[src/core/voice_session_pkg.sv]
// constants and types shared by the voice verification session controller
package voice_session_pkg;
  localparam int unsigned CLOCK_HZ           = 25_000_000;
  localparam int unsigned SESSION_LIMIT_MIN  = 15;
  // 15 minutes of clocks does not fit in 32 bits, so the cap is reckoned in 64
  localparam longint unsigned SESSION_LIMIT_CYC = 64'(SESSION_LIMIT_MIN) * 64'd60 * 64'(CLOCK_HZ);
  localparam int unsigned TRIG_LOW_NS        = 1_000_000;
  localparam int unsigned TRIG_LOW_CYC       = TRIG_LOW_NS / (32'd1_000_000_000 / CLOCK_HZ);
  localparam logic [15:0] LISTEN_IN_CODE     = 16'h0606;
  localparam logic [3:0]  ZONE_TYPE_VOICE    = 4'hA;
  localparam logic [1:0]  AUX_SEL_VOICE      = 2'h3;
  localparam logic [6:0]  RELAY_CHOICE_VOICE = 7'h3C;
  localparam logic [3:0]  FORMAT_CONTACT_ID  = 4'h1;
  typedef enum logic [5:0] {
    ST_IDLE    = 6'h01,
    ST_NOTICE  = 6'h02,
    ST_TRIG    = 6'h04,
    ST_SESSION = 6'h08,
    ST_FIRE    = 6'h10,
    ST_WAITEND = 6'h20
  } state_type;
endpackage : voice_session_pkg

[src/core/voice_session_ctrl.sv]
// session controller that hands the phone line to the voice verify unit
// Contract
// [RL1] session only when alarms go to primary
// [RL2] start after queue sent, alarm present
// [RL3] contact id sends listen-in event 606
// [RL4] receiver holds line one minute
// [RL5] release line, keep central call up
// [RL6] silence sirens and keypad sounds in session
// [RL7] restore keypads; sirens if timeout unexpired
// [RL8] session ends after 15 minutes maximum
// [RL9] fire drops line, reports, re-triggers
// [RL10] hold non-fire messages until session ends
// [RL11] falling-edge trigger to voice unit
// [RL12] zone 5 input marks session activity
// [RL13] zone 5 type voice, silencing enabled
// [RL14] trigger via aux select 3 or relay 60
// [RL15] trigger idles high, pulses low once
module voice_session_ctrl
  import voice_session_pkg::*;
#(
  parameter longint unsigned LIMIT_CYC = SESSION_LIMIT_CYC,
  parameter int unsigned     TRIG_CYC  = TRIG_LOW_CYC
) (
  input  wire logic        clock_in,
  input  wire logic        srst_in,
  input  wire logic        alarm_to_primary_in,
  input  wire logic [3:0]  primary_format_in,
  input  wire logic [3:0]  zone5_type_in,
  input  wire logic        silence_opt_in,
  input  wire logic [1:0]  aux_sel_in,
  input  wire logic [6:0]  relay_choice_in,
  input  wire logic        queue_done_in,
  input  wire logic        alarm_sent_in,
  input  wire logic        notice_done_in,
  input  wire logic        fire_alarm_in,
  input  wire logic        fire_report_done_in,
  input  wire logic        zone5_active_in,
  input  wire logic        alarm_timeout_in,
  output logic             send_notice_out,
  output logic [15:0]      notice_code_out,
  output logic             line_release_out,
  output logic             line_drop_out,
  output logic             send_fire_out,
  output logic             hold_reports_out,
  output logic             sirens_off_out,
  output logic             keypad_quiet_out,
  output logic             aux_trig_out,
  output logic             relay_trig_out,
  output logic             session_active_out
);
  // counter widths follow the chosen limits, so the full 15 minute default still fits
  localparam int unsigned LIMIT_W = $clog2(LIMIT_CYC + 64'd1);
  localparam int unsigned TRIG_W  = $clog2(64'(TRIG_CYC) + 64'd1);
  // trigger line 0 is the aux output, line 1 the relay
  localparam int unsigned N_TRIG  = 2;

  // talk phase: the unit owns the line and the sounders are quiet
  function automatic logic talk_state(input state_type s);
    talk_state = (s == ST_SESSION);
  endfunction : talk_state

  // states in which routine dialer traffic must wait; fire traffic is never held
  function automatic logic hold_state(input state_type s);
    hold_state = (s == ST_TRIG) || (s == ST_SESSION) || (s == ST_FIRE) || (s == ST_WAITEND);
  endfunction : hold_state

  state_type          state_q;
  state_type          state_d;
  logic [LIMIT_W-1:0] limit_cnt_q;
  logic [TRIG_W-1:0]  trig_cnt_q;
  logic               zone_seen_q;
  logic               sirens_off_q;
  logic               keypad_quiet_q;
  logic [N_TRIG-1:0]  trig_q;
  logic               notice_q;
  logic [15:0]        notice_code_q;
  logic               line_release_q;
  logic               line_drop_q;
  logic               send_fire_q;
  logic               hold_reports_q;
  logic               session_active_q;

  // configuration checks; a start failing the feature or trigger-select checks is simply ignored, the format only picks the notice
  wire feature_ok   = alarm_to_primary_in && (zone5_type_in == ZONE_TYPE_VOICE) && silence_opt_in; // [RL1] [RL13]
  wire use_aux      = (aux_sel_in == AUX_SEL_VOICE);            // [RL14]
  wire use_relay    = (relay_choice_in == RELAY_CHOICE_VOICE);  // [RL14]
  wire contact_id   = (primary_format_in == FORMAT_CONTACT_ID); // [RL3]
  wire start_ok     = feature_ok && queue_done_in && alarm_sent_in && (use_aux || use_relay); // [RL2]

  // timer and pulse decodes
  wire limit_hit    = (limit_cnt_q >= LIMIT_W'(LIMIT_CYC - 64'd1)); // [RL8]
  wire trig_done    = (trig_cnt_q >= TRIG_W'(TRIG_CYC - 32'd1));    // [RL15]
  wire in_session   = talk_state(state_q);
  // unit ends the session once zone 5 went active and then released;
  // a unit that never answers is only ended by the limit timer
  wire unit_done    = zone_seen_q && !zone5_active_in;               // [RL12]

  // decodes of the next state; every output flop is loaded from these
  wire next_notice  = (state_d == ST_NOTICE);
  wire next_trig    = (state_d == ST_TRIG);
  wire next_session = talk_state(state_d);
  wire next_fire    = (state_d == ST_FIRE);
  wire next_idle    = (state_d == ST_IDLE);
  wire next_hold    = hold_state(state_d);
  // the drop pulse marks only the step from the talk phase into fire
  wire fire_preempt = next_fire && in_session;                       // [RL9]
  wire [N_TRIG-1:0] trig_sel = {use_relay, use_aux};                 // [RL14]

  // next state
  always_comb begin
    state_d = state_q;
    case (state_q)
      ST_IDLE: begin
        if (start_ok) state_d = contact_id ? ST_NOTICE : ST_TRIG; // [RL2] [RL3]
      end
      ST_NOTICE: begin
        if (notice_done_in) state_d = ST_TRIG;
      end
      ST_TRIG: begin
        if (trig_done) state_d = ST_SESSION; // [RL15]
      end
      ST_SESSION: begin
        if (fire_alarm_in) state_d = ST_FIRE; // [RL9]
        else if (limit_hit || unit_done) state_d = ST_IDLE; // [RL8] [RL10]
      end
      ST_FIRE: begin
        if (fire_report_done_in) state_d = ST_WAITEND; // [RL9]
      end
      // one step with the line dropped before the unit is woken again
      ST_WAITEND: begin
        state_d = ST_TRIG; // [RL9]
      end
      default: begin
        state_d = ST_IDLE;
      end
    endcase
  end

  // state register
  always_ff @(posedge clock_in) begin
    if (srst_in) begin
      state_q <= ST_IDLE;
    end else begin
      state_q <= state_d;
    end
  end

  // session timer runs from leaving idle and survives a fire re-trigger, so the cap is total;
  // it saturates so a long fire report cannot wrap it back below the limit
  always_ff @(posedge clock_in) begin
    if (srst_in) begin
      limit_cnt_q <= '0;
    end else if (state_q == ST_IDLE) begin
      limit_cnt_q <= '0;
    end else if (!limit_hit) begin
      limit_cnt_q <= limit_cnt_q + LIMIT_W'(1); // [RL8]
    end
  end

  // trigger pulse length counter, cleared outside the trigger step
  always_ff @(posedge clock_in) begin
    if (srst_in) begin
      trig_cnt_q <= '0;
    end else begin
      trig_cnt_q <= (state_q == ST_TRIG) ? trig_cnt_q + TRIG_W'(1) : '0; // [RL15]
    end
  end

  // remembers that the unit has spoken, so a quiet zone before talk does not end the session
  always_ff @(posedge clock_in) begin
    if (srst_in) begin
      zone_seen_q <= 1'b0;
    end else begin
      zone_seen_q <= in_session && (zone_seen_q || zone5_active_in); // [RL12]
    end
  end

  // keypad sounds are quiet exactly while the unit talks
  always_ff @(posedge clock_in) begin
    if (srst_in) begin
      keypad_quiet_q <= 1'b0;
    end else begin
      keypad_quiet_q <= next_session; // [RL6] [RL7]
    end
  end

  // sirens come back at session end only while the alarm sounding time still runs;
  // once it has expired they stay off until the sounding time runs again while idle or at a session end, or a reset
  always_ff @(posedge clock_in) begin
    if (srst_in) begin
      sirens_off_q <= 1'b0;
    end else if (next_session) begin
      sirens_off_q <= 1'b1; // [RL6]
    end else if (next_idle) begin
      sirens_off_q <= sirens_off_q && !alarm_timeout_in; // [RL7]
    end
  end

  // trigger lines idle high; low for a fixed pulse gives one falling edge per trigger step, so a fire re-trigger gives a second
  for (genvar g = 0; g < N_TRIG; g++) begin : g_trig
    always_ff @(posedge clock_in) begin
      if (srst_in) begin
        trig_q[g] <= 1'b1;
      end else begin
        trig_q[g] <= !(next_trig && trig_sel[g]); // [RL11] [RL14] [RL15]
      end
    end
  end

  // listen-in notice request and its event code travel together
  always_ff @(posedge clock_in) begin
    if (srst_in) begin
      notice_q      <= 1'b0;
      notice_code_q <= 16'h0000;
    end else begin
      notice_q      <= next_notice;                              // [RL3]
      notice_code_q <= next_notice ? LISTEN_IN_CODE : 16'h0000;  // [RL3]
    end
  end

  // line handed to the unit while the central call stays up
  always_ff @(posedge clock_in) begin
    if (srst_in) begin
      line_release_q <= 1'b0;
    end else begin
      line_release_q <= next_session; // [RL5]
    end
  end

  // one-cycle drop of the call when a fire alarm cuts in
  always_ff @(posedge clock_in) begin
    if (srst_in) begin
      line_drop_q <= 1'b0;
    end else begin
      line_drop_q <= fire_preempt; // [RL9]
    end
  end

  // fire report request stands until the dialer says it went out
  always_ff @(posedge clock_in) begin
    if (srst_in) begin
      send_fire_q <= 1'b0;
    end else begin
      send_fire_q <= next_fire; // [RL9]
    end
  end

  // routine reports wait through trigger, talk and fire preemption
  always_ff @(posedge clock_in) begin
    if (srst_in) begin
      hold_reports_q <= 1'b0;
    end else begin
      hold_reports_q <= next_hold; // [RL10]
    end
  end

  // session status for the rest of the panel
  always_ff @(posedge clock_in) begin
    if (srst_in) begin
      session_active_q <= 1'b0;
    end else begin
      session_active_q <= next_session;
    end
  end

  // every output straight from its flop
  assign send_notice_out    = notice_q;
  assign notice_code_out    = notice_code_q;
  assign line_release_out   = line_release_q;
  assign line_drop_out      = line_drop_q;
  assign send_fire_out      = send_fire_q;
  assign hold_reports_out   = hold_reports_q;
  assign session_active_out = session_active_q;
  assign sirens_off_out     = sirens_off_q;
  assign keypad_quiet_out   = keypad_quiet_q;
  assign aux_trig_out       = trig_q[0];
  assign relay_trig_out     = trig_q[1];
endmodule : voice_session_ctrl

[config.mk]
export PLATFORM = sky130hd
export DESIGN_NAME = voice_session_ctrl
export DESIGN_NICKNAME = d
export VERILOG_FILES = /design/src/core/voice_session_pkg.sv /design/src/core/voice_session_ctrl.sv
export SDC_FILE = /design/constraint.sdc
export NUM_CORES = 1
export LEC_CHECK = 0
export BUFFER_PORTS_ARGS = -buffer_cell sky130_fd_sc_hd__clkbuf_2
export CAP_MARGIN = 15
export CELL_PAD_IN_SITES_DETAIL_PLACEMENT = 0
export CELL_PAD_IN_SITES_GLOBAL_PLACEMENT = 1
export CORE_MARGIN = 2
export CORE_UTILIZATION = 42
export CTS_BUF_LIST = sky130_fd_sc_hd__clkbuf_16
export CTS_CLUSTER_DIAMETER = 30
export DETAILED_ROUTE_END_ITERATION = 8
export GPL_TIMING_DRIVEN = 0
export MAX_ROUTING_LAYER = met4
export PLACE_DENSITY = 0.91
export SLEW_MARGIN = 10
export SYNTH_ARGS = -nofsm -noshare
export SYNTH_HDL_FRONTEND = slang
export SYNTH_SLANG_ARGS = --single-unit
[constraint.sdc]
create_clock -name clock_in -period 2.29 [get_ports clock_in]
set_input_delay 0.229 -clock clock_in [delete_from_list [all_inputs] [get_ports clock_in]]
set_output_delay 0.229 -clock clock_in [all_outputs]
set_load 0.005 [all_outputs]
==> out/qor.txt <==
Status -> finished clean
Area of the multi-input gates -> 0.00186 mm2
Hpwl dp -> 5260 um
Routability cong. -> 0.831
Max frequency -> 462 MHz
Max IR drop VDD -> 0.000455 V
Vias in the first global route -> 2790
Ant diodes -> 0
CTS tree -> built
Drt first pass iters -> 4
Final WL -> 7220 um
Critical path class -> flop to flop
Clock sinks -> 65
Largest net degree at the start of global routing -> 12
Ratio of cells with drive above 1 in the final layout -> 19.6%
DRC errors left -> 0
Yosys reg bits -> 65
Port Buffers -> 41
Die Wd -> 92.9 um
Max Cap Viol -> 0
Commonest non-fill, non-tap cell in the layout -> dfxtp_1
Clock Pin Slew Worst Setup and Hold Paths -> 50 ps
Post-synth top area share -> 39.2%
Fin. Hold Viols -> 0
Grt total ovfl -> 0
Share of flip-flops with an asynchronous set or reset -> 0%
Total power per unit cell area -> 647 mW/mm2
Synth area leader -> dfxtp_1
Post-synth EDFFs -> 0
I/O pins -> 54
Htree depth -> 3
Num rows -> 32
Sequential element share of the synthesized area -> 39.2%
Fill cells -> 731
Top FF cell, synth -> dfxtp_1
Cts hold-fix bufs -> 0
Synth top area cells -> dfxtp_1 (39%), nor2_1 (6.1%), xor2_1 (5.0%)
Via count -> 2913
Leakage power -> 0.00145 uW
Yosys warning count -> 0
Layout Cells excl Fill -> 566
Minimum clock period -> 2170 ps
Layout Skew -> 4.10 ps
Synthesized area -> 0.00332 mm2
Place WS -> -160 ps
Initial core utilization -> 43.1%
RSZ-0062 raised after global routing -> false
CTS Root Cell -> clkbuf_16
Worst-skew pair later-pin latency -> 330 ps
Setup bufs post-CTS -> 0
Fin crit share -> 94.6%
Setup tns final -> 0 ps
Full die area -> 0.00862 mm2
Final Worst Setup Slack -> 124 ps
Crit path capture type -> flop
Post-layout util -> 52.6%
Kind of start point of the critical path -> flop
Distinct cell type count after synthesis -> 52
Most frequent cells in the layout -> dfxtp_1 (65), nor2_1 (54), clkbuf_2 (41)
First-pass GRT wire length -> 12600 um
Die height -> 92.9 um
First DRT Iteration DRCs -> 146
DR WL/cell -> 12.7 um
Placed Cells -> 550
Mapped Cells -> 396
Actual slew at the worst max-slew pin -> 702 ps
Post-Syn Area per Cell -> 8.38 um2
Antenna Nets Post-Route -> 0
Routed vias/inst -> 5.15
Clock buffer count from CTS -> 9
Initial antenna violation count -> 0
Critical Path AT -> 2390 ps
Sequential cell area -> 0.00130 mm2
Core area -> 0.00769 mm2
Gr usage total -> 18.7%
Slew Limit Fails -> 0
Slew HR -> 53.2%
CTS max path bufs -> 2
Type of the tightest min-delay check -> input port to flop
Final setup viols -> 0
CP max FO -> 10
Required @ worst endpoint -> 2510 ps
Area grow syn2layout -> 21.9%
Final net count -> 489
## cell usage after synthesis (all sizes together) (2+ instances only)
cell,count
dfxtp,65
nor2,55
nand2,33
nand3,26
buf,22
xor2,19
nand4,16
a21oi,13
xnor2,12
clkbuf,10
inv,9
nor3,9
nor4,9
or4,9
and3,8
nand2b,8
o21ai,8
and2,6
nor2b,6
o211ai,6
or3,6
a31oi,4
mux2i,4
nand3b,3
nand4b,3
o21a,3
o31ai,3
a2111oi,2
ha,2
o41ai,2
or2,2
or4b,2
## kinds of logic (layout without fill, tap and decap cells)
kind of cell / Yosys count / count (layout) / synth area share (%)
AO/OA/AOI/OAI: 48 / 48 / 9.58
buffers and inverters: 41 / 98 / 7.09
XOR/XNOR: 31 / 31 / 8.19
other: 1 / 12 / 0.113
adder cells (fa/ha/maj): 2 / 2 / 0.754
multiplexers: 4 / 4 / 1.21
flip-flops: 65 / 65 / 39.2
AND/OR/NAND/NOR: 204 / 204 / 33.8
## worst paths after layout
path	from	end	slack, ps	depth (start not counted)
worst max-delay path	limit_cnt_q[0]	hold_reports_out	120	8
worst min-delay path	aux_sel_in[1]	aux_trig_out	70	2
worst max register to register	limit_cnt_q[0]	hold_reports_out	120	8
worst min register to register	trig_cnt_q[0]	trig_cnt_q[0]	450	1
## cell type report
class	instances	share of cell area, %
Buffer	32	5.08
Clock buffer	9	5.57
Clock inverter	7	2.14
Inverter	9	0.836
Multi-Input combinational cell	301	46.0
Sequential cell	65	32.2
Tap cell	102	3.16
Timing Repair Buffer	41	5.08
## repair_timing
item / in CTS / in global routing
gates resized for setup: 2 / 9
pin swaps: 0 / 2
cloned: 0 / 0
endpoints found under the setup margin: 37 / 30
## stage by stage
stage          area (um2)  hold slack (ps)  total power, uW
2_1_floorplan        3360              301             1180
3_3_place_gp         3690              411             1210
3_5_place_dp         3690              411             1210
4_1_cts              4010             68.5             2640
5_1_grt              4040             84.0             2700
6_report             4040             70.7             2610
## metal layers
metal	up-vias	global-route usage, %	wire (um)
met5	-	-	0
met4	0	8.95	184
met3	13	4.56	243
met2	39	29.5	3420
met1	1361	22.5	3370
li1	1500	-	-
## sequential cells by signal (all words and copies together), names as in the netlist
register and flops:
aux_trig_out 1, hold_reports_out 1, limit_cnt_q 35, line_drop_out 1, notice_code_out 1, relay_trig_out 1
send_fire_out 1, session_active_out 1, sirens_off_out 1, state_q 6, trig_cnt_q 15, zone_seen_q 1
## critical path: stages (launching register included)
cell       delay, ps
dfxtp_1          380
ha_1             220
nand2_1          170
a2111oi_4        440
o2111ai_2        170
buf_4            220
a31oi_1          180
nor2_1            80
and3_1           180
## where the power goes
part	internal (uW)	total [uW]	switching (uW)
Combinational	32.7	54.3	21.6
Sequential	1130	1130	0.0315
Clock	940	1430	488
Total	2100	2610	510
No activity file was read; power rests on OpenSTA's default activity.
